<file path="src/design/pmc_pkg.sv">
// Package with shared constants and types for the protection mode control block.
package pmc_pkg;
  localparam int unsigned CELL_COUNT = 10;
  localparam logic [7:0] MODE_STANDALONE = 8'h00;
  localparam logic [7:0] MODE_HOST = 8'h01;
  localparam logic [3:0] REG_CTRL = 4'h0;
  localparam logic [3:0] REG_STATUS = 4'h1;
  localparam logic [3:0] REG_IRQ_STAT = 4'h2;
  localparam logic [3:0] REG_IRQ_MASK = 4'h3;
  localparam logic [3:0] REG_HOST_CMD = 4'h4;
  localparam logic [3:0] REG_BAL = 4'h5;
  localparam int unsigned CTRL_HOST_BIT = 0;
  localparam int unsigned CMD_CHG_BIT = 0;
  localparam int unsigned CMD_DSG_BIT = 1;
  localparam int unsigned CMD_CLR_BIT = 2;
  localparam int unsigned CMD_PRE_BIT = 3;
  localparam int unsigned CMD_AMP_BIT = 4;
  localparam int unsigned EV_OV = 0;
  localparam int unsigned EV_UV = 1;
  localparam int unsigned EV_OCD = 2;
  localparam int unsigned EV_SCD = 3;
  localparam int unsigned EV_OT = 4;
  localparam int unsigned EV_WIDTH = 5;
  localparam logic [31:0] REG_RESET = 32'h0000_0000;
  typedef struct packed {
    logic cell_over;
    logic cell_under;
    logic over_temp;
    logic ov_clear;
    logic uv_clear;
    logic ot_clear;
  } pmc_sense_t;
endpackage

</file>
<file path="src/design/pmc_link_if.sv">
// Interface joining the protector device and the host controller.
`timescale 1ns/1ps
interface pmc_link_if;
  import pmc_pkg::*;
  logic host_mode;
  logic host_mode_wr;
  logic host_chg_on;
  logic host_dsg_on;
  logic host_fault_clear;
  logic host_precharge_on;
  logic host_amp_enable;
  logic [CELL_COUNT-1:0] host_balance;
  logic host_mode_rd;
  logic [EV_WIDTH-1:0] fault_latched;
  logic charge_fet_drive;
  logic discharge_fet_drive;
  logic alert;
  modport device (
    input host_mode, host_mode_wr, host_chg_on, host_dsg_on, host_fault_clear, host_precharge_on,
    input host_amp_enable, host_balance,
    output host_mode_rd, fault_latched, charge_fet_drive, discharge_fet_drive, alert
  );
  modport host (
    output host_mode, host_mode_wr, host_chg_on, host_dsg_on, host_fault_clear, host_precharge_on,
    output host_amp_enable, host_balance,
    input host_mode_rd, fault_latched, charge_fet_drive, discharge_fet_drive, alert
  );
endinterface

</file>
<file path="src/design/pmc_device.sv">
// Protector device end: mode selection, fault latching and FET, balance and precharge control.
//
// Decided for this implementation: the placing of the registers and register access over Wishbone.
`timescale 1ns/1ps
// Function
// - Host-mode bit picks stand-alone or host control.
// - Stand-alone drives charge and discharge FETs itself.
// - Stand-alone balancing only when balance_enable set.
// - Stand-alone ignores host output control commands.
// - Host mode still detects faults and protects.
// - Host mode overvoltage turns charge FET off.
// - Host mode undervoltage flags only, FETs unchanged.
// - Host mode overcurrent or short turns both off.
// - Host mode leaves protection only on host command.
// - Stand-alone recovers automatically when conditions hold.
// - Host mode balancing is host's, balance_enable ignored.
// - Host stops balancing during voltage detection; cell_bypass here follows host_balance with no pause.
// - Precharge-mode high passes zero-volt charge always.
// - Precharge low, zero-volt off: no zero-volt path; precharge drive only on host command in host mode.
// - Precharge low, zero-volt on: open-drain output drives precharge.
module pmc_device (
  input wire logic sys_clk,
  input wire logic rst,
  pmc_link_if.device link,
  input wire logic balance_enable,
  input wire logic [pmc_pkg::CELL_COUNT-1:0] auto_balance_req,
  input wire logic cell_over,
  input wire logic cell_under,
  input wire logic discharge_overcurrent,
  input wire logic discharge_short_circuit,
  input wire logic over_temp,
  input wire logic ov_recovered,
  input wire logic uv_recovered,
  input wire logic oc_recovered,
  input wire logic ot_recovered,
  input wire logic precharge_mode_select,
  input wire logic zero_volt_charge_enable,
  input wire logic zero_volt_needed,
  output logic [pmc_pkg::CELL_COUNT-1:0] cell_bypass,
  output logic cell_amp_enable,
  output logic zero_volt_chg_path,
  output logic general_open_drain_out_o,
  output logic general_open_drain_out_oe_n
);
  import pmc_pkg::*;
  logic host_mode;
  logic [EV_WIDTH-1:0] fault;
  logic [EV_WIDTH-1:0] fault_now;
  logic [EV_WIDTH-1:0] recovered;
  logic [EV_WIDTH-1:0] release_ok;
  logic chg_trip_now;
  logic dsg_trip_now;
  logic chg_block_host;
  logic dsg_block_host;
  logic chg_block_auto;
  logic dsg_block_auto;
  logic chg_host;
  logic dsg_host;
  logic next_charge;
  logic next_discharge;
  logic pre_drive;
  // Overcurrent and short circuit share one recovery condition.
  assign fault_now = {over_temp, discharge_short_circuit, discharge_overcurrent, cell_under, cell_over};
  assign recovered = {ot_recovered, oc_recovered, oc_recovered, uv_recovered, ov_recovered};
  always_ff @(posedge sys_clk) begin
    if (rst) begin
      host_mode <= 1'b0;
    end else if (link.host_mode_wr) begin
      host_mode <= link.host_mode;
    end
  end
  // Stand-alone releases a fault by itself, host mode waits for the clear command.
  always_comb begin
    release_ok = '0;
    for (int i = 0; i < EV_WIDTH; i++) begin
      if (host_mode) begin
        release_ok[i] = link.host_fault_clear && recovered[i];
      end else begin
        release_ok[i] = recovered[i];
      end
    end
  end
  // A detection in the same cycle as a release keeps the fault set.
  always_ff @(posedge sys_clk) begin
    if (rst) begin
      fault <= '0;
    end else begin
      for (int i = 0; i < EV_WIDTH; i++) begin
        if (fault_now[i]) begin
          fault[i] <= 1'b1;
        end else if (release_ok[i]) begin
          fault[i] <= 1'b0;
        end
      end
    end
  end
  // Host mode leaves undervoltage and overtemperature FET action to the host.
  always_comb begin
    chg_trip_now = fault_now[EV_OV] || fault_now[EV_OCD] || fault_now[EV_SCD];
    dsg_trip_now = fault_now[EV_OCD] || fault_now[EV_SCD];
    chg_block_host = fault[EV_OV] || fault[EV_OCD] || fault[EV_SCD];
    dsg_block_host = fault[EV_OCD] || fault[EV_SCD];
    chg_block_auto = chg_block_host || fault[EV_OT];
    dsg_block_auto = dsg_block_host || fault[EV_UV] || fault[EV_OT];
  end
  // The host's charge request is dropped at once by a new overvoltage, overcurrent or short, the discharge request by overcurrent or short.
  always_ff @(posedge sys_clk) begin
    if (rst || !host_mode) begin
      chg_host <= 1'b0;
    end else begin
      chg_host <= link.host_chg_on && !chg_trip_now;
    end
  end
  always_ff @(posedge sys_clk) begin
    if (rst || !host_mode) begin
      dsg_host <= 1'b0;
    end else begin
      dsg_host <= link.host_dsg_on && !dsg_trip_now;
    end
  end
  always_comb begin
    if (host_mode) begin
      next_charge = chg_host && !chg_block_host;
      next_discharge = dsg_host && !dsg_block_host;
    end else begin
      next_charge = !chg_block_auto;
      next_discharge = !dsg_block_auto;
    end
  end
  always_ff @(posedge sys_clk) begin
    if (rst) begin
      link.charge_fet_drive <= 1'b0;
    end else begin
      link.charge_fet_drive <= next_charge;
    end
  end
  always_ff @(posedge sys_clk) begin
    if (rst) begin
      link.discharge_fet_drive <= 1'b0;
    end else begin
      link.discharge_fet_drive <= next_discharge;
    end
  end
  always_ff @(posedge sys_clk) begin
    if (rst) begin
      cell_bypass <= '0;
    end else if (host_mode) begin
      cell_bypass <= link.host_balance;
    end else if (balance_enable) begin
      cell_bypass <= auto_balance_req;
    end else begin
      cell_bypass <= '0;
    end
  end
  always_ff @(posedge sys_clk) begin
    if (rst || !host_mode) begin
      cell_amp_enable <= 1'b0;
    end else begin
      cell_amp_enable <= link.host_amp_enable;
    end
  end
  always_comb begin
    if (precharge_mode_select) begin
      pre_drive = 1'b0;
    end else if (host_mode) begin
      pre_drive = link.host_precharge_on;
    end else begin
      pre_drive = zero_volt_charge_enable && zero_volt_needed;
    end
  end
  always_ff @(posedge sys_clk) begin
    if (rst) begin
      zero_volt_chg_path <= 1'b0;
    end else begin
      zero_volt_chg_path <= precharge_mode_select;
    end
  end
  always_ff @(posedge sys_clk) begin
    if (rst) begin
      general_open_drain_out_oe_n <= 1'b1;
    end else begin
      general_open_drain_out_oe_n <= !pre_drive;
    end
  end
  // The open-drain pin only ever pulls low, so the enable carries the level.
  assign general_open_drain_out_o = 1'b0;
  always_ff @(posedge sys_clk) begin
    if (rst) begin
      link.fault_latched <= '0;
    end else begin
      link.fault_latched <= fault;
    end
  end
  always_ff @(posedge sys_clk) begin
    if (rst) begin
      link.alert <= 1'b0;
    end else begin
      link.alert <= |fault;
    end
  end
  always_ff @(posedge sys_clk) begin
    if (rst) begin
      link.host_mode_rd <= 1'b0;
    end else begin
      link.host_mode_rd <= host_mode;
    end
  end
endmodule

</file>
<file path="src/flat_wrapper.sv">
// flat-port wrapper written by rule: the top's interface ports become plain ports
module pmc_device_flat import pmc_pkg::*;
  (sys_clk, rst, balance_enable, auto_balance_req, cell_over, cell_under, discharge_overcurrent, discharge_short_circuit, over_temp, ov_recovered, uv_recovered, oc_recovered, ot_recovered, precharge_mode_select, zero_volt_charge_enable, zero_volt_needed, cell_bypass, cell_amp_enable, zero_volt_chg_path, general_open_drain_out_o, general_open_drain_out_oe_n, link_host_mode, link_host_mode_wr, link_host_chg_on, link_host_dsg_on, link_host_fault_clear, link_host_precharge_on, link_host_amp_enable, link_host_balance, link_host_mode_rd, link_fault_latched, link_charge_fet_drive, link_discharge_fet_drive, link_alert);
  pmc_link_if link_i ();
  input wire logic sys_clk;
  input wire logic rst;
  input wire logic balance_enable;
  input wire logic [pmc_pkg::CELL_COUNT-1:0] auto_balance_req;
  input wire logic cell_over;
  input wire logic cell_under;
  input wire logic discharge_overcurrent;
  input wire logic discharge_short_circuit;
  input wire logic over_temp;
  input wire logic ov_recovered;
  input wire logic uv_recovered;
  input wire logic oc_recovered;
  input wire logic ot_recovered;
  input wire logic precharge_mode_select;
  input wire logic zero_volt_charge_enable;
  input wire logic zero_volt_needed;
  output logic [pmc_pkg::CELL_COUNT-1:0] cell_bypass;
  output logic cell_amp_enable;
  output logic zero_volt_chg_path;
  output logic general_open_drain_out_o;
  output logic general_open_drain_out_oe_n;
  input wire logic [$bits(link_i.host_mode)-1:0] link_host_mode;
  input wire logic [$bits(link_i.host_mode_wr)-1:0] link_host_mode_wr;
  input wire logic [$bits(link_i.host_chg_on)-1:0] link_host_chg_on;
  input wire logic [$bits(link_i.host_dsg_on)-1:0] link_host_dsg_on;
  input wire logic [$bits(link_i.host_fault_clear)-1:0] link_host_fault_clear;
  input wire logic [$bits(link_i.host_precharge_on)-1:0] link_host_precharge_on;
  input wire logic [$bits(link_i.host_amp_enable)-1:0] link_host_amp_enable;
  input wire logic [$bits(link_i.host_balance)-1:0] link_host_balance;
  output wire logic [$bits(link_i.host_mode_rd)-1:0] link_host_mode_rd;
  output wire logic [$bits(link_i.fault_latched)-1:0] link_fault_latched;
  output wire logic [$bits(link_i.charge_fet_drive)-1:0] link_charge_fet_drive;
  output wire logic [$bits(link_i.discharge_fet_drive)-1:0] link_discharge_fet_drive;
  output wire logic [$bits(link_i.alert)-1:0] link_alert;
  assign link_i.host_mode = link_host_mode;
  assign link_i.host_mode_wr = link_host_mode_wr;
  assign link_i.host_chg_on = link_host_chg_on;
  assign link_i.host_dsg_on = link_host_dsg_on;
  assign link_i.host_fault_clear = link_host_fault_clear;
  assign link_i.host_precharge_on = link_host_precharge_on;
  assign link_i.host_amp_enable = link_host_amp_enable;
  assign link_i.host_balance = link_host_balance;
  assign link_host_mode_rd = link_i.host_mode_rd;
  assign link_fault_latched = link_i.fault_latched;
  assign link_charge_fet_drive = link_i.charge_fet_drive;
  assign link_discharge_fet_drive = link_i.discharge_fet_drive;
  assign link_alert = link_i.alert;
  pmc_device u_core (.sys_clk(sys_clk), .rst(rst), .link(link_i), .balance_enable(balance_enable), .auto_balance_req(auto_balance_req), .cell_over(cell_over), .cell_under(cell_under), .discharge_overcurrent(discharge_overcurrent), .discharge_short_circuit(discharge_short_circuit), .over_temp(over_temp), .ov_recovered(ov_recovered), .uv_recovered(uv_recovered), .oc_recovered(oc_recovered), .ot_recovered(ot_recovered), .precharge_mode_select(precharge_mode_select), .zero_volt_charge_enable(zero_volt_charge_enable), .zero_volt_needed(zero_volt_needed), .cell_bypass(cell_bypass), .cell_amp_enable(cell_amp_enable), .zero_volt_chg_path(zero_volt_chg_path), .general_open_drain_out_o(general_open_drain_out_o), .general_open_drain_out_oe_n(general_open_drain_out_oe_n));
endmodule
</file>
<file path="config.mk">
export PLATFORM = sky130hd
export DESIGN_NAME = pmc_device_flat
export DESIGN_NICKNAME = d
export VERILOG_FILES = /design/src/design/pmc_pkg.sv /design/src/design/pmc_link_if.sv /design/src/design/pmc_device.sv /design/src/flat_wrapper.sv
export SDC_FILE = /design/constraint.sdc
export NUM_CORES = 1
export LEC_CHECK = 0
export BUFFER_PORTS_ARGS = -buffer_cell sky130_fd_sc_hd__clkbuf_2
export CORE_MARGIN = 2
export CORE_UTILIZATION = 41
export DETAILED_ROUTE_END_ITERATION = 6
export PLACE_DENSITY = 0.78
export SYNTH_ARGS = -nofsm -noshare
export SYNTH_HDL_FRONTEND = slang
export SYNTH_SLANG_ARGS = --single-unit
</file>
<file path="constraint.sdc">
create_clock -name sys_clk -period 1.2 [get_ports sys_clk]
set_input_delay 0.12 -clock sys_clk [delete_from_list [all_inputs] [get_ports sys_clk]]
set_output_delay 0.12 -clock sys_clk [all_outputs]
set_load 0.01 [all_outputs]
</file>
Yosys cells after proc, flatten, opt, wreduce, memory -nomap -nowiden
Cells that the tools add are included.

operators by class
  mux-type cells = 19
  reduce and logical (&&, ||, !) cells = 33

operators by type and width
  operator            number
  two-way mux 10 bit  2
  two-way mux 1 bit   17
  logical OR 1 bit    10
  nonzero test 2 bit  5
  logical AND 1 bit   9
  logical NOT 1 bit   8
  OR reduction 5 bit  1

storage, ports and cells
  output and inout port bits = 23
  register bits = 30
  word-level logic and storage cells = 69

Logic depth before layout (Yosys ltp)
Gate-level depths: netlist of run 1.

  depth after elaboration = 5
  mapped depth = 4

Worst setup path after synthesis of run 1
OpenSTA, ideal clock, no wires.

  path kind = flip-flop to flip-flop
  from = register u_core.host_mode
  to = register u_core.chg_host
  arrival time = 0.933 ns
  stages on the path, launching flop included = 3
  required time = 1.127 ns
  path slack = 0.195 ns
  library setup time = 0.073 ns
  cell sequence = dfxtp_1 -> or4b_4 -> nor3b_2

between the ends
  word-level cells in the longest chain between the ends = 2

RTL lines
  item                      RTL line           text
  start: declaration        pmc_device.sv:46   logic host_mode;
  start signal: assignment  pmc_device.sv:69   host_mode <= link.host_mode;
  logical NOT 1 bit         pmc_device.sv:108  if (rst || !host_mode) begin
  logical OR 1 bit          pmc_device.sv:108
  end signal: assignment    pmc_device.sv:111  chg_host <= link.host_chg_on && !chg_trip_now;
  end: declaration          pmc_device.sv:57   logic chg_host;

No other way between the ends.
A chain may end at the register's enable or synchronous reset.

Final worst setup path of run 1
Same ends and word-level chain as after synthesis.

==> qor.txt, run 1 <==
===============================================================================================
Status                                                                             complete, no violations
Count of endpoints failing setup in the final report                                          0
Number of flip-flops in the largest register                                                 10
Part of the total power dissipated in sequential elements                                 49.9%
Maximum number of pins on one net before global-route repair                                 22
Number of placement rows                                                                     18
Critical path capture point type                                                       register
Arrival @ worst endpoint                                                                1.37 ns
Yosys synthesis warning count                                                                 0
Area occupied by multi-input gates                                                    409 sq um
Count of distinct cell types in the synthesized netlist                                      25
Switching power as a share of total power                                                 23.8%
Syn Nets                                                                                    154
Multiplexer area fraction after synthesis                                                0.935%
Number of antenna violations at the first check in global routing                             0
Number of nets in the final layout                                                          232
Diodes inserted                                                                               0
Total power divided by cell area                                                   1340 nW/um^2
Fin cells                                                                                   221
Worst setup path class                                                             register to register
Via count of the routed design                                                             1072
CP Data Required Time                                                                   1.45 ns
Synthesized-area fraction occupied by ao, oa, aoi and oai cells                           11.2%
Die height                                                                         55.1 microns
Main combinational cell family by area after synthesis                             simple AND/OR/NAND/NOR gates
Number of I/O pins                                                                           65
Number of design-rule violations left by the first detailed-router iteration                 15
Cell count of the worst hold path                                                             3
Largest clock skew in the final design                                               0.00500 ns
Number of enable-type register cells in the synthesized netlist                               0
Clock tree from TritonCTS                                                                   yes
First-pass GRT wire length                                                         4090 microns
Synthesized-area fraction occupied by and/or/nand/nor cells                               25.1%
Cell at the slowest stage of the critical path                                           or4b_4
Post-synthesis adder-cell area fraction                                                      0%
Final slew viol count                                                                         0
Unrepaired setup endpoints after global routing                                              no
Number of H-tree levels                                                                       2
Worst hold slack after final layout                                                   0.0164 ns
Reg2reg end                                                                        u_core.chg_host$_SDFF_PP0_
Hold Vio Cnt, Final                                                                           0
Maximum clock frequency                                                                 898 MHz
Final core area utilization                                                               65.1%
Area leader, netlist                                                                    dfxtp_1
Clock input transition at the sequential cells of the worst setup and hold paths        0.09 ns
Beginning of the worst hold path                                                   link_host_balance[9]
Placer Congestion                                                                         0.764
Sequential share of the synthesized area                                                  56.1%
Largest vdd supply drop                                                                0.867 mV
Maximum net fanout on the critical path                                                       3
Clock sink count                                                                             30
Register-to-Register Path Depth                                                               2
Register ranked first by flip-flop count                                           u_core.cell_bypass
Main synth FF type                                                                      dfxtp_1
Area of the core                                                                     2480 sq um
Logic pwr share                                                                           13.8%
TNS Setup                                                                                  0 ns
Clock share of power                                                                      36.3%
Number of global-route vias before repair                                                   984
Internal reg-to-reg setup slack                                                         0.09 ns
Initial core utilization                                                                  43.2%
Biggest area contributors in the synthesized netlist                               dfxtp_1 56%, nand3b_1 7.7%, a21oi_1 5.6%
First drt pass iteration count                                                                4
Clock latency reported for the late side of the worst-skew pair                         0.33 ns
Number of buffers added on ports                                                             63
Xor and xnor fraction of the mapped netlist area                                             0%
Routed length per placed instance                                                  13.0 microns
Cell chain of the critical path                                                    or4b_4 > nor3b_2
Max clock buf depth                                                                           2
Clock buffers created by TritonCTS                                                            5
Post-CTS setup-driven buffer insertion count                                                  0
Flop and latch count out of synthesis                                                        30
Layout cell share with drive strength beyond 1                                            40.8%
Largest registers in the final layout                                              u_core.cell_bypass x10, u_core.fault x5, u_core.link.fault_latched x5
CP startpoint kind                                                                     register
Leakage component of the power                                                      0.000785 uW
Synthesized area                                                                     1070 sq um
Net switching power                                                                      513 uW
Share of the cycle needed by the critical path after routing                              92.8%
Cell internal pwr                                                                       1640 uW
Share of the synthesized area in the top cell type                                        56.1%
Post-route antenna net violation count                                                        0
Fill cell count                                                                             218
Fraction of synthesis flops using an asynchronous set or reset pin                           0%
Maxcap violations                                                                             0
Reg-to-reg critical path startpoint                                                u_core.host_mode$_SDFFE_PP0P_
Time the worst path needs with I/O delays and setup                                     1.11 ns
Area added between synthesis and finish                                                   50.6%
Die width                                                                          55.1 microns
Remaining global-route overflow                                                               0
DP HPWL                                                                            1910 microns
Min-Delay Path Class                                                               primary input to register
Area taken by flip-flops and latches                                                  601 sq um
Post-synthesis instance total                                                               112
Remaining design rule violation count                                                         0
Total Wirelength                                                                   2880 microns
CTS Root Cell                                                                          clkbuf_4
Commonest non-fill, non-tap cell in the layout                                         clkbuf_2
Endpoint with the worst hold slack                                                 u_core.cell_bypass[9]$_SDFF_PP0_
Highest-count cells in the layout ignoring fill and taps                           63 x clkbuf_2, 30 x dfxtp_1, 13 x nand2_1
Average instance area after synthesis                                                9.56 sq um
Number of cells in the design after placement                                               201
Total Routing Usage GR                                                                    20.5%
Number of vias per cell after detailed routing                                             4.85
Largest stage delay on the critical path                                                0.48 ns
Die area                                                                             3040 sq um
===============================================================================================
==> worst max-delay path by stage <==
stage	startpoint	slack, ns	endpoint	depth (start not counted)
4_1_cts	u_core.host_mode$_SDFFE_PP0P_	0.12	u_core.chg_host$_SDFF_PP0_	2
5_1_grt	u_core.host_mode$_SDFFE_PP0P_	0.01	u_core.chg_host$_SDFF_PP0_	2
2_1_floorplan	u_core.host_mode$_SDFFE_PP0P_	0.19	u_core.chg_host$_SDFF_PP0_	2
3_5_place_dp	u_core.host_mode$_SDFFE_PP0P_	0.14	u_core.chg_host$_SDFF_PP0_	2
3_3_place_gp	u_core.host_mode$_SDFFE_PP0P_	0.17	u_core.chg_host$_SDFF_PP0_	2
6_report	u_core.host_mode$_SDFFE_PP0P_	0.09	u_core.chg_host$_SDFF_PP0_	2
==> repair_timing <==
action | 4_1_cts | 5_1_grt
hold buffers | 10 | 2
resized for setup | 0 | 1
setup endpoints to repair | 0 | 1
endpoints found under the hold margin | 10 | 2
==> per-stage QoR <==
stage / area, sq um / power (uW) / setup WS (ns)
finish: 1610 / 2150 / 0.0858
global route: 1610 / 2260 / 0.0149
CTS: 1590 / 2170 / 0.118
detailed placement: 1410 / 1360 / 0.139
global placement: 1410 / 1350 / 0.172
floorplan: 1070 / 1230 / 0.195
==> cells in the mapped netlist (2+ instances only) <==
library cell,n
a311oi_1,5
nor2_1,8
inv_1,6
clkbuf_1,2
buf_2,3
nand3b_1,11
nor2b_1,6
dfxtp_1,30
nand2_1,13
a21oi_1,12
or3_1,2
==> metal layers <==
| metal | GRT usage, % | part of all wire [%] | up-vias |
|---|---|---|---|
| met5 | 0 | 0 | - |
| met4 | 12.2 | 2.9 | 0 |
| met3 | 7.80 | 5.7 | 7 |
| met2 | 35.9 | 55 | 40 |
| met1 | 20.6 | 36 | 499 |
| li1 | - | - | 526 |
==> final cells by class <==
class                      count  share of cell area (%)
inverter                       6                    1.40
multi-input combinational     68                    25.4
clock inverter                 3                    2.48
clock buffer                   5                    2.33
timing repair buffer          79                    28.9
tap                           30                    2.33
sequential                    30                    37.2
==> critical path: cells and delay by family (launching register included) <==
kind	cells	cell delay, ns
DFF	1	0.36
and+or+nand+nor	2	0.69
==> cells by family (layout without fill, tap and decap cells) <==
family	count (synthesis)	in the layout
AO/OA/AOI/OAI	19	19
buffers and inverters	14	93
flip-flops	30	30
multiplexers	1	1
other	1	1
AND/OR/NAND/NOR	47	47
==> power groups by stage <==
stage | clock network, uW | logic [uW] | registers (uW)
2_1_floorplan | 0 | 110 | 1120
3_3_place_gp | 0 | 252 | 1100
3_5_place_dp | 0 | 259 | 1100
5_1_grt | 851 | 328 | 1090
6_report | 782 | 297 | 1080
4_1_cts | 809 | 286 | 1080
(Power assumes the default switching activity.)
==> run 2, diff against run 1 <==
Settings changed: ABC_AREA from default to 1.
==> qor.txt, run 2 <==
===============================================================================================
Largest stage delay on the critical path                                                0.45 ns   -0.03 ns
Via count of the routed design                                                             1093   +2.0%
Count of distinct cell types in the synthesized netlist                                      15   -40%
Maximum number of pins on one net before global-route repair                                 20   -9.1%
Maximum clock frequency                                                                 927 MHz   +3.3%
Main synth FF type                                                                      dfxtp_1
Number of global-route vias before repair                                                   950   -3.5%
Number of placement rows                                                                     18   unchanged
Number of vias per cell after detailed routing                                             4.46   -8.0%
Time the worst path needs with I/O delays and setup                                     1.08 ns   -0.0358 ns
Critical path capture point type                                                       register
Placer Congestion                                                                         0.745   -2.6%
Biggest area contributors in the synthesized netlist                               dfxtp_1 57%, nand2_1 16%, nor2_1 6.4%
Total power divided by cell area                                                   1270 nW/um^2   -5.2%
Post-route antenna net violation count                                                        0   unchanged
Arrival @ worst endpoint                                                                1.35 ns   -0.02 ns
Largest clock skew in the final design                                               0.00949 ns   +0.00449 ns
Area of the core                                                                     2450 sq um   -0.91%
Final Total Pwr                                                                         1980 uW   -8.2%
Unrepaired setup endpoints after global routing                                              no
Maximum net fanout on the critical path                                                      12   +9
Register ranked first by flip-flop count                                           u_core.cell_bypass
Final slew viol count                                                                         0   unchanged
Number of design-rule violations left by the first detailed-router iteration                 16   +1
Min-Delay Path Class                                                               primary input to register
Die area                                                                             3000 sq um   -1.3%
Highest-count cells in the layout ignoring fill and taps                           63 x clkbuf_2, 46 x nand2_1, 30 x dfxtp_1
Largest vdd supply drop                                                                0.915 mV   +5.6%
Max clock buf depth                                                                           2   unchanged
Diodes inserted                                                                               0   unchanged
Family with the most delay on the worst path                                         flip-flops
Number of cells in the design after placement                                               224   +11%
Worst hold slack after final layout                                                  0.00551 ns   -0.0109 ns
CP Data Required Time                                                                   1.47 ns   +0.02 ns
Number of buffers added on ports                                                             63   unchanged
TNS Setup                                                                                  0 ns   unchanged
Worst setup path class                                                             register to register
Status                                                                             complete, no violations
CTS Root Cell                                                                          clkbuf_4
Cell chain of the critical path                                                    inv_2 > nor2_4 > inv_1 > nor2_1
Share of the cycle needed by the critical path after routing                              89.9%   -3.0 points
Number of flip-flops in the largest register                                                 10   unchanged
Yosys synthesis warning count                                                                 0   unchanged
Initial core utilization                                                                  43.0%   -0.21 points
Area leader, netlist                                                                    dfxtp_1
Number of nets in the final layout                                                          256   +10%
Number of I/O pins                                                                           65   unchanged
Total Routing Usage GR                                                                    17.8%   -2.7 points
Maxcap violations                                                                             0   unchanged
Area added between synthesis and finish                                                   47.9%
Count of endpoints failing setup in the final report                                          0   unchanged
Number of enable-type register cells in the synthesized netlist                               0   unchanged
Largest registers in the final layout                                              u_core.cell_bypass x10, u_core.fault x5, u_core.link.fault_latched x5
Clock buffers created by TritonCTS                                                            5   unchanged
Synthesized area                                                                     1060 sq um   -1.4%
Cell at the slowest stage of the critical path                                          dfxtp_1
CP startpoint kind                                                                     register
Post-synthesis instance total                                                               135   +21%
Average instance area after synthesis                                                7.82 sq um   -18%
Commonest non-fill, non-tap cell in the layout                                         clkbuf_2
Leakage component of the power                                                      0.000876 uW   +12%
Clock input transition at the sequential cells of the worst setup and hold paths        0.09 ns   about the same
Die width                                                                          54.8 microns   -0.65%
Syn Nets                                                                                    177   +15%
Share of the synthesized area in the top cell type                                        56.9%   +0.80 points
First drt pass iteration count                                                                5   +1
Die height                                                                         54.8 microns   -0.65%
Total Wirelength                                                                   2510 microns   -13%
Flop and latch count out of synthesis                                                        30   unchanged
Remaining design rule violation count                                                         0   unchanged
Leading post-synthesis cells by instance count                                     46 x nand2_1, 30 x dfxtp_1, 18 x nor2_1
Fin cells                                                                                   245   +11%
Routed length per placed instance                                                  10.2 microns   -21%
Final core area utilization                                                               63.6%   -1.5 points
Clock sink count                                                                             30   unchanged
Number of buffers and inverters on the critical path                                          2   +2
Hold Vio Cnt, Final                                                                           0   unchanged
Layout cell share with drive strength beyond 1                                            34.9%   -6.0 points
First-pass GRT wire length                                                         3640 microns   -11%
Remaining global-route overflow                                                               0   unchanged
Most instantiated library cell after synthesis                                          nand2_1
Fraction of synthesis flops using an asynchronous set or reset pin                           0%   unchanged
Sequential share of the synthesized area                                                  56.9%   +0.80 points
DP HPWL                                                                            1730 microns   -9.6%
Clock latency reported for the late side of the worst-skew pair                         0.33 ns   about the same
Clock tree from TritonCTS                                                                   yes
Number of H-tree levels                                                                       2   unchanged
Number of antenna violations at the first check in global routing                             0   unchanged
===============================================================================================
run 2: worst paths after layout:
kind                            cells past startpoint                                 endpoint                          start  slack, ns
worst max register to register                      4               u_core.dsg_host$_SDFF_PP0_  u_core.host_mode$_SDFFE_PP0P_       0.12
worst min-delay path                                3     u_core.zero_volt_chg_path$_SDFF_PP0_          precharge_mode_select      0.006
worst max-delay path                                4               u_core.dsg_host$_SDFF_PP0_  u_core.host_mode$_SDFFE_PP0P_       0.12
worst min register to register                      2  u_core.link.fault_latched[2]$_SDFF_PP0_   u_core.fault[2]$_SDFFE_PP0P_       0.44
run 2: cell type report:
class                      count  area (sq um)
tap                           30          37.5
fill                         240           893
inverter                      16          60.1
clock inverter                 1          5.00
clock buffer                   7          55.1
timing repair buffer          76           445
sequential                    30           601
multi-input combinational     85           358
run 2: worst register-to-register path, stage by stage (launching register included):
cell and delay (ns):
dfxtp_1 0.45, inv_2 0.10, nor2_4 0.25, inv_1 0.11, nor2_1 0.11
run 2: cell families after synthesis:
group	Yosys count	share of synthesized area [%]
and+or+nand+nor	81	31.9
DFF	30	56.9
buffers and inverters	20	9.24
AOI/OAI and AO/OA	3	1.66
other	1	0.355
run 2: power by group:
part           switching (uW)  total [uW]  leakage, uW  internal [uW]
Clock                     325         608    0.0000353            283
Sequential               22.2        1080     0.000248           1060
Combinational             148         291     0.000593            142
run 2: repair_timing:
action | CTS | global route
setup buffers | 0 | 0
hold buffers | 13 | 0
gates resized for setup | 0 | 0
hold endpoints to repair | 12 | 0
run 2: metal layers:
layer / up-vias / routed length [microns] / global-route usage (%)
met5: - / 0 / 0
met4: 0 / 74 / 14.2
met1: 480 / 962 / 18.9
met2: 47 / 1310 / 29.2
li1: 560 / - / -
met3: 6 / 165 / 5.19
run 2: stage by stage:
| step | worst slack, ns | cell area, sq um |
|---|---|---|
| finish | 0.122 | 1560 |
| floorplan | 0.346 | 1060 |
| detailed placement | 0.153 | 1370 |
| CTS | 0.144 | 1560 |
| global route | 0.0350 | 1560 |
| global placement | 0.195 | 1370 |
==> run 3, diff against run 2 <==
Settings changed: CELL_PAD_IN_SITES_DETAIL_PLACEMENT from default to 2, CELL_PAD_IN_SITES_GLOBAL_PLACEMENT from default to 2, CORE_UTILIZATION 41 to 21.
==> qor.txt, run 3 (synthesized netlist as in run 2, its figures left out) <==
===============================================================================================
Cell at the slowest stage of the critical path                                          dfxtp_2
DP HPWL                                                                            2720 microns   +57%
Share of the cycle needed by the critical path after routing                              86.4%   -3.5 points
Unrepaired setup endpoints after global routing                                              no
Number of H-tree levels                                                                       2   unchanged
Number of nets in the final layout                                                          245   -4.3%
Maximum number of pins on one net before global-route repair                                 20   unchanged
Layout cell share with drive strength beyond 1                                            38.7%   +3.8 points
Post-route antenna net violation count                                                        0   unchanged
Final core area utilization                                                               33.0%   -31 points
Number of antenna violations at the first check in global routing                             0   unchanged
Worst setup path class                                                             register to register
TNS Setup                                                                                  0 ns   unchanged
Die width                                                                          74.9 microns   +37%
Reg-to-reg critical path startpoint                                                u_core.host_mode$_SDFFE_PP0P_
Largest stage delay on the critical path                                                0.41 ns   -0.04 ns
Clock latency reported for the late side of the worst-skew pair                         0.28 ns   -0.05 ns
Register-to-Register Path Depth                                                               5   +1
Number of I/O pins                                                                           65   unchanged
Number of placement rows                                                                     25   +7
Clock buffers created by TritonCTS                                                            5   unchanged
Placer Congestion                                                                         0.672   -9.8%
Die area                                                                             5610 sq um   +87%
Logic pwr share                                                                           10.7%   -4.0 points
Status                                                                             complete, no violations
Net switching power                                                                      564 uW   +14%
CTS Hold Buffers Added                                                                        0   -13
Die height                                                                         74.9 microns   +37%
Beginning of the worst hold path                                                   link_host_amp_enable
Max clock buf depth                                                                           2   unchanged
Number of buffers and inverters on the critical path                                          2   unchanged
Final Total Pwr                                                                         2630 uW   +33%
Cell count of the worst hold path                                                             3   unchanged
Area of the core                                                                     4790 sq um   +95%
Arrival @ worst endpoint                                                                1.26 ns   -0.09 ns
Worst path depth                                                                              5   +1
Total Wirelength                                                                   3490 microns   +39%
Number of buffers added on ports                                                             63   unchanged
Diodes inserted                                                                               0   unchanged
Cell internal pwr                                                                       2060 uW   +39%
Internal reg-to-reg setup slack                                                         0.16 ns   +0.04 ns
Number of vias per cell after detailed routing                                             3.98   -11%
Clock share of power                                                                      48.2%   +18 points
Clock sink count                                                                             30   unchanged
CTS resizes                                                                                   0   unchanged
Largest clock skew in the final design                                               0.00839 ns   -0.00110 ns
Highest-count cells in the layout ignoring fill and taps                           63 x clkbuf_2, 46 x nand2_1, 29 x dfxtp_1
Switching power as a share of total power                                                 21.5%   -3.6 points
Cell chain of the critical path                                                    inv_2 > nor2_4 > buf_4 > nand2_1 > nand2_1
Endpoint with the worst hold slack                                                 u_core.cell_amp_enable$_SDFF_PP0_
Maximum clock frequency                                                                 965 MHz   +4.0%
Area added between synthesis and finish                                                   49.8%
Clock tree from TritonCTS                                                                   yes
CP Data Required Time                                                                   1.43 ns   -0.04 ns
Remaining design rule violation count                                                         0   unchanged
Total power divided by cell area                                                   1660 nW/um^2   +31%
Min-Delay Path Class                                                               primary input to register
Routed length per placed instance                                                  12.9 microns   +26%
Commonest non-fill, non-tap cell in the layout                                         clkbuf_2
Largest vdd supply drop                                                                0.503 mV   -45%
Initial core utilization                                                                  22.1%   -21 points
Via count of the routed design                                                             1079   -1.3%
Count of endpoints failing setup in the final report                                          0   unchanged
First drt pass iteration count                                                                4   -1
Number of global-route vias before repair                                                  1120   +18%
Hold Vio Cnt, Final                                                                           0   unchanged
CTS Root Cell                                                                          clkbuf_8
Critical path capture point type                                                       register
Remaining global-route overflow                                                               0   unchanged
Maximum net fanout on the critical path                                                       9   -3
First-pass GRT wire length                                                         5260 microns   +45%
Register ranked first by flip-flop count                                           u_core.cell_bypass
Largest registers in the final layout                                              u_core.cell_bypass x10, u_core.fault x5, u_core.link.fault_latched x5
Family with the most delay on the worst path                                         flip-flops
Post-CTS setup-driven buffer insertion count                                                  0   unchanged
Total Routing Usage GR                                                                    13.1%   -4.7 points
Number of flip-flops in the largest register                                                 10   unchanged
Part of the total power dissipated in sequential elements                                 41.2%   -13 points
Final slew viol count                                                                         0   unchanged
Number of design-rule violations left by the first detailed-router iteration                 25   +9
Leakage component of the power                                                      0.000869 uW   -0.77%
Fill cell count                                                                             575   +140%
Reg2reg end                                                                        u_core.cell_bypass[5]$_SDFF_PP0_
CP startpoint kind                                                                     register
Time the worst path needs with I/O delays and setup                                     1.04 ns   -0.0417 ns
Maxcap violations                                                                             0   unchanged
Top cell by count, worst path                                                           nand2_1
Clock input transition at the sequential cells of the worst setup and hold paths        0.07 ns   -0.02 ns
===============================================================================================
## run 3: worst min-delay path, delay by kind of cell
kind	cells	cell delay (ns)
and+or+nand+nor	1	0.03
buffers and inverters	2	0.12
## run 3: power groups by stage
stage	registers (uW)	logic (uW)	clock network [uW]
detailed placement	1100	281	0
global placement	1100	275	0
global route	1090	321	1330
finish	1080	280	1270
floorplan	1120	113	0
CTS	1080	288	1290
## run 3: worst max-delay path by stage
| stage | startpoint | slack [ns] | end |
|---|---|---|---|
| 2_1_floorplan | u_core.host_mode$_SDFFE_PP0P_ | 0.35 | u_core.cell_bypass[0]$_SDFF_PP0_ |
| 3_3_place_gp | u_core.host_mode$_SDFFE_PP0P_ | 0.21 | u_core.cell_bypass[7]$_SDFF_PP0_ |
| 3_5_place_dp | u_core.host_mode$_SDFFE_PP0P_ | 0.10 | u_core.cell_bypass[7]$_SDFF_PP0_ |
| 4_1_cts | u_core.host_mode$_SDFFE_PP0P_ | 0.05 | u_core.cell_bypass[7]$_SDFF_PP0_ |
| 5_1_grt | u_core.host_mode$_SDFFE_PP0P_ | 0.09 | u_core.cell_bypass[7]$_SDFF_PP0_ |
| 6_report | u_core.host_mode$_SDFFE_PP0P_ | 0.16 | u_core.cell_bypass[5]$_SDFF_PP0_ |
## run 3: metal layers
layer	global-route usage, %	part of all wire [%]
met1	14.9	39
met2	23.2	54
met3	3.61	5.3
met4	5.36	1.3
met5	0	0
## run 3: cell type report
type                    count  area (sq um)  share of cell area, %
repair buffers             65           330                   20.9
clock buffers               6          82.6                   5.22
well taps                  67          83.8                   5.30
inverters                  16          60.1                   3.80
clock inverters             2          60.1                   3.80
flip-flops and latches     30           602                   38.1
multi-input cells          85           363                   22.9
## run 3: per-stage QoR
step | hold WS [ns] | std cells | setup WS, ns | cell area (sq um)
final | 0.0261 | 271 | 0.163 | 1580
after CTS | 0.0231 | 271 | 0.0464 | 1580
after detailed placement | 0.322 | 263 | 0.103 | 1430
after global routing | 0.0385 | 271 | 0.0923 | 1580
after floorplan | 0.225 | 135 | 0.346 | 1060
after global placement | 0.318 | 263 | 0.209 | 1430
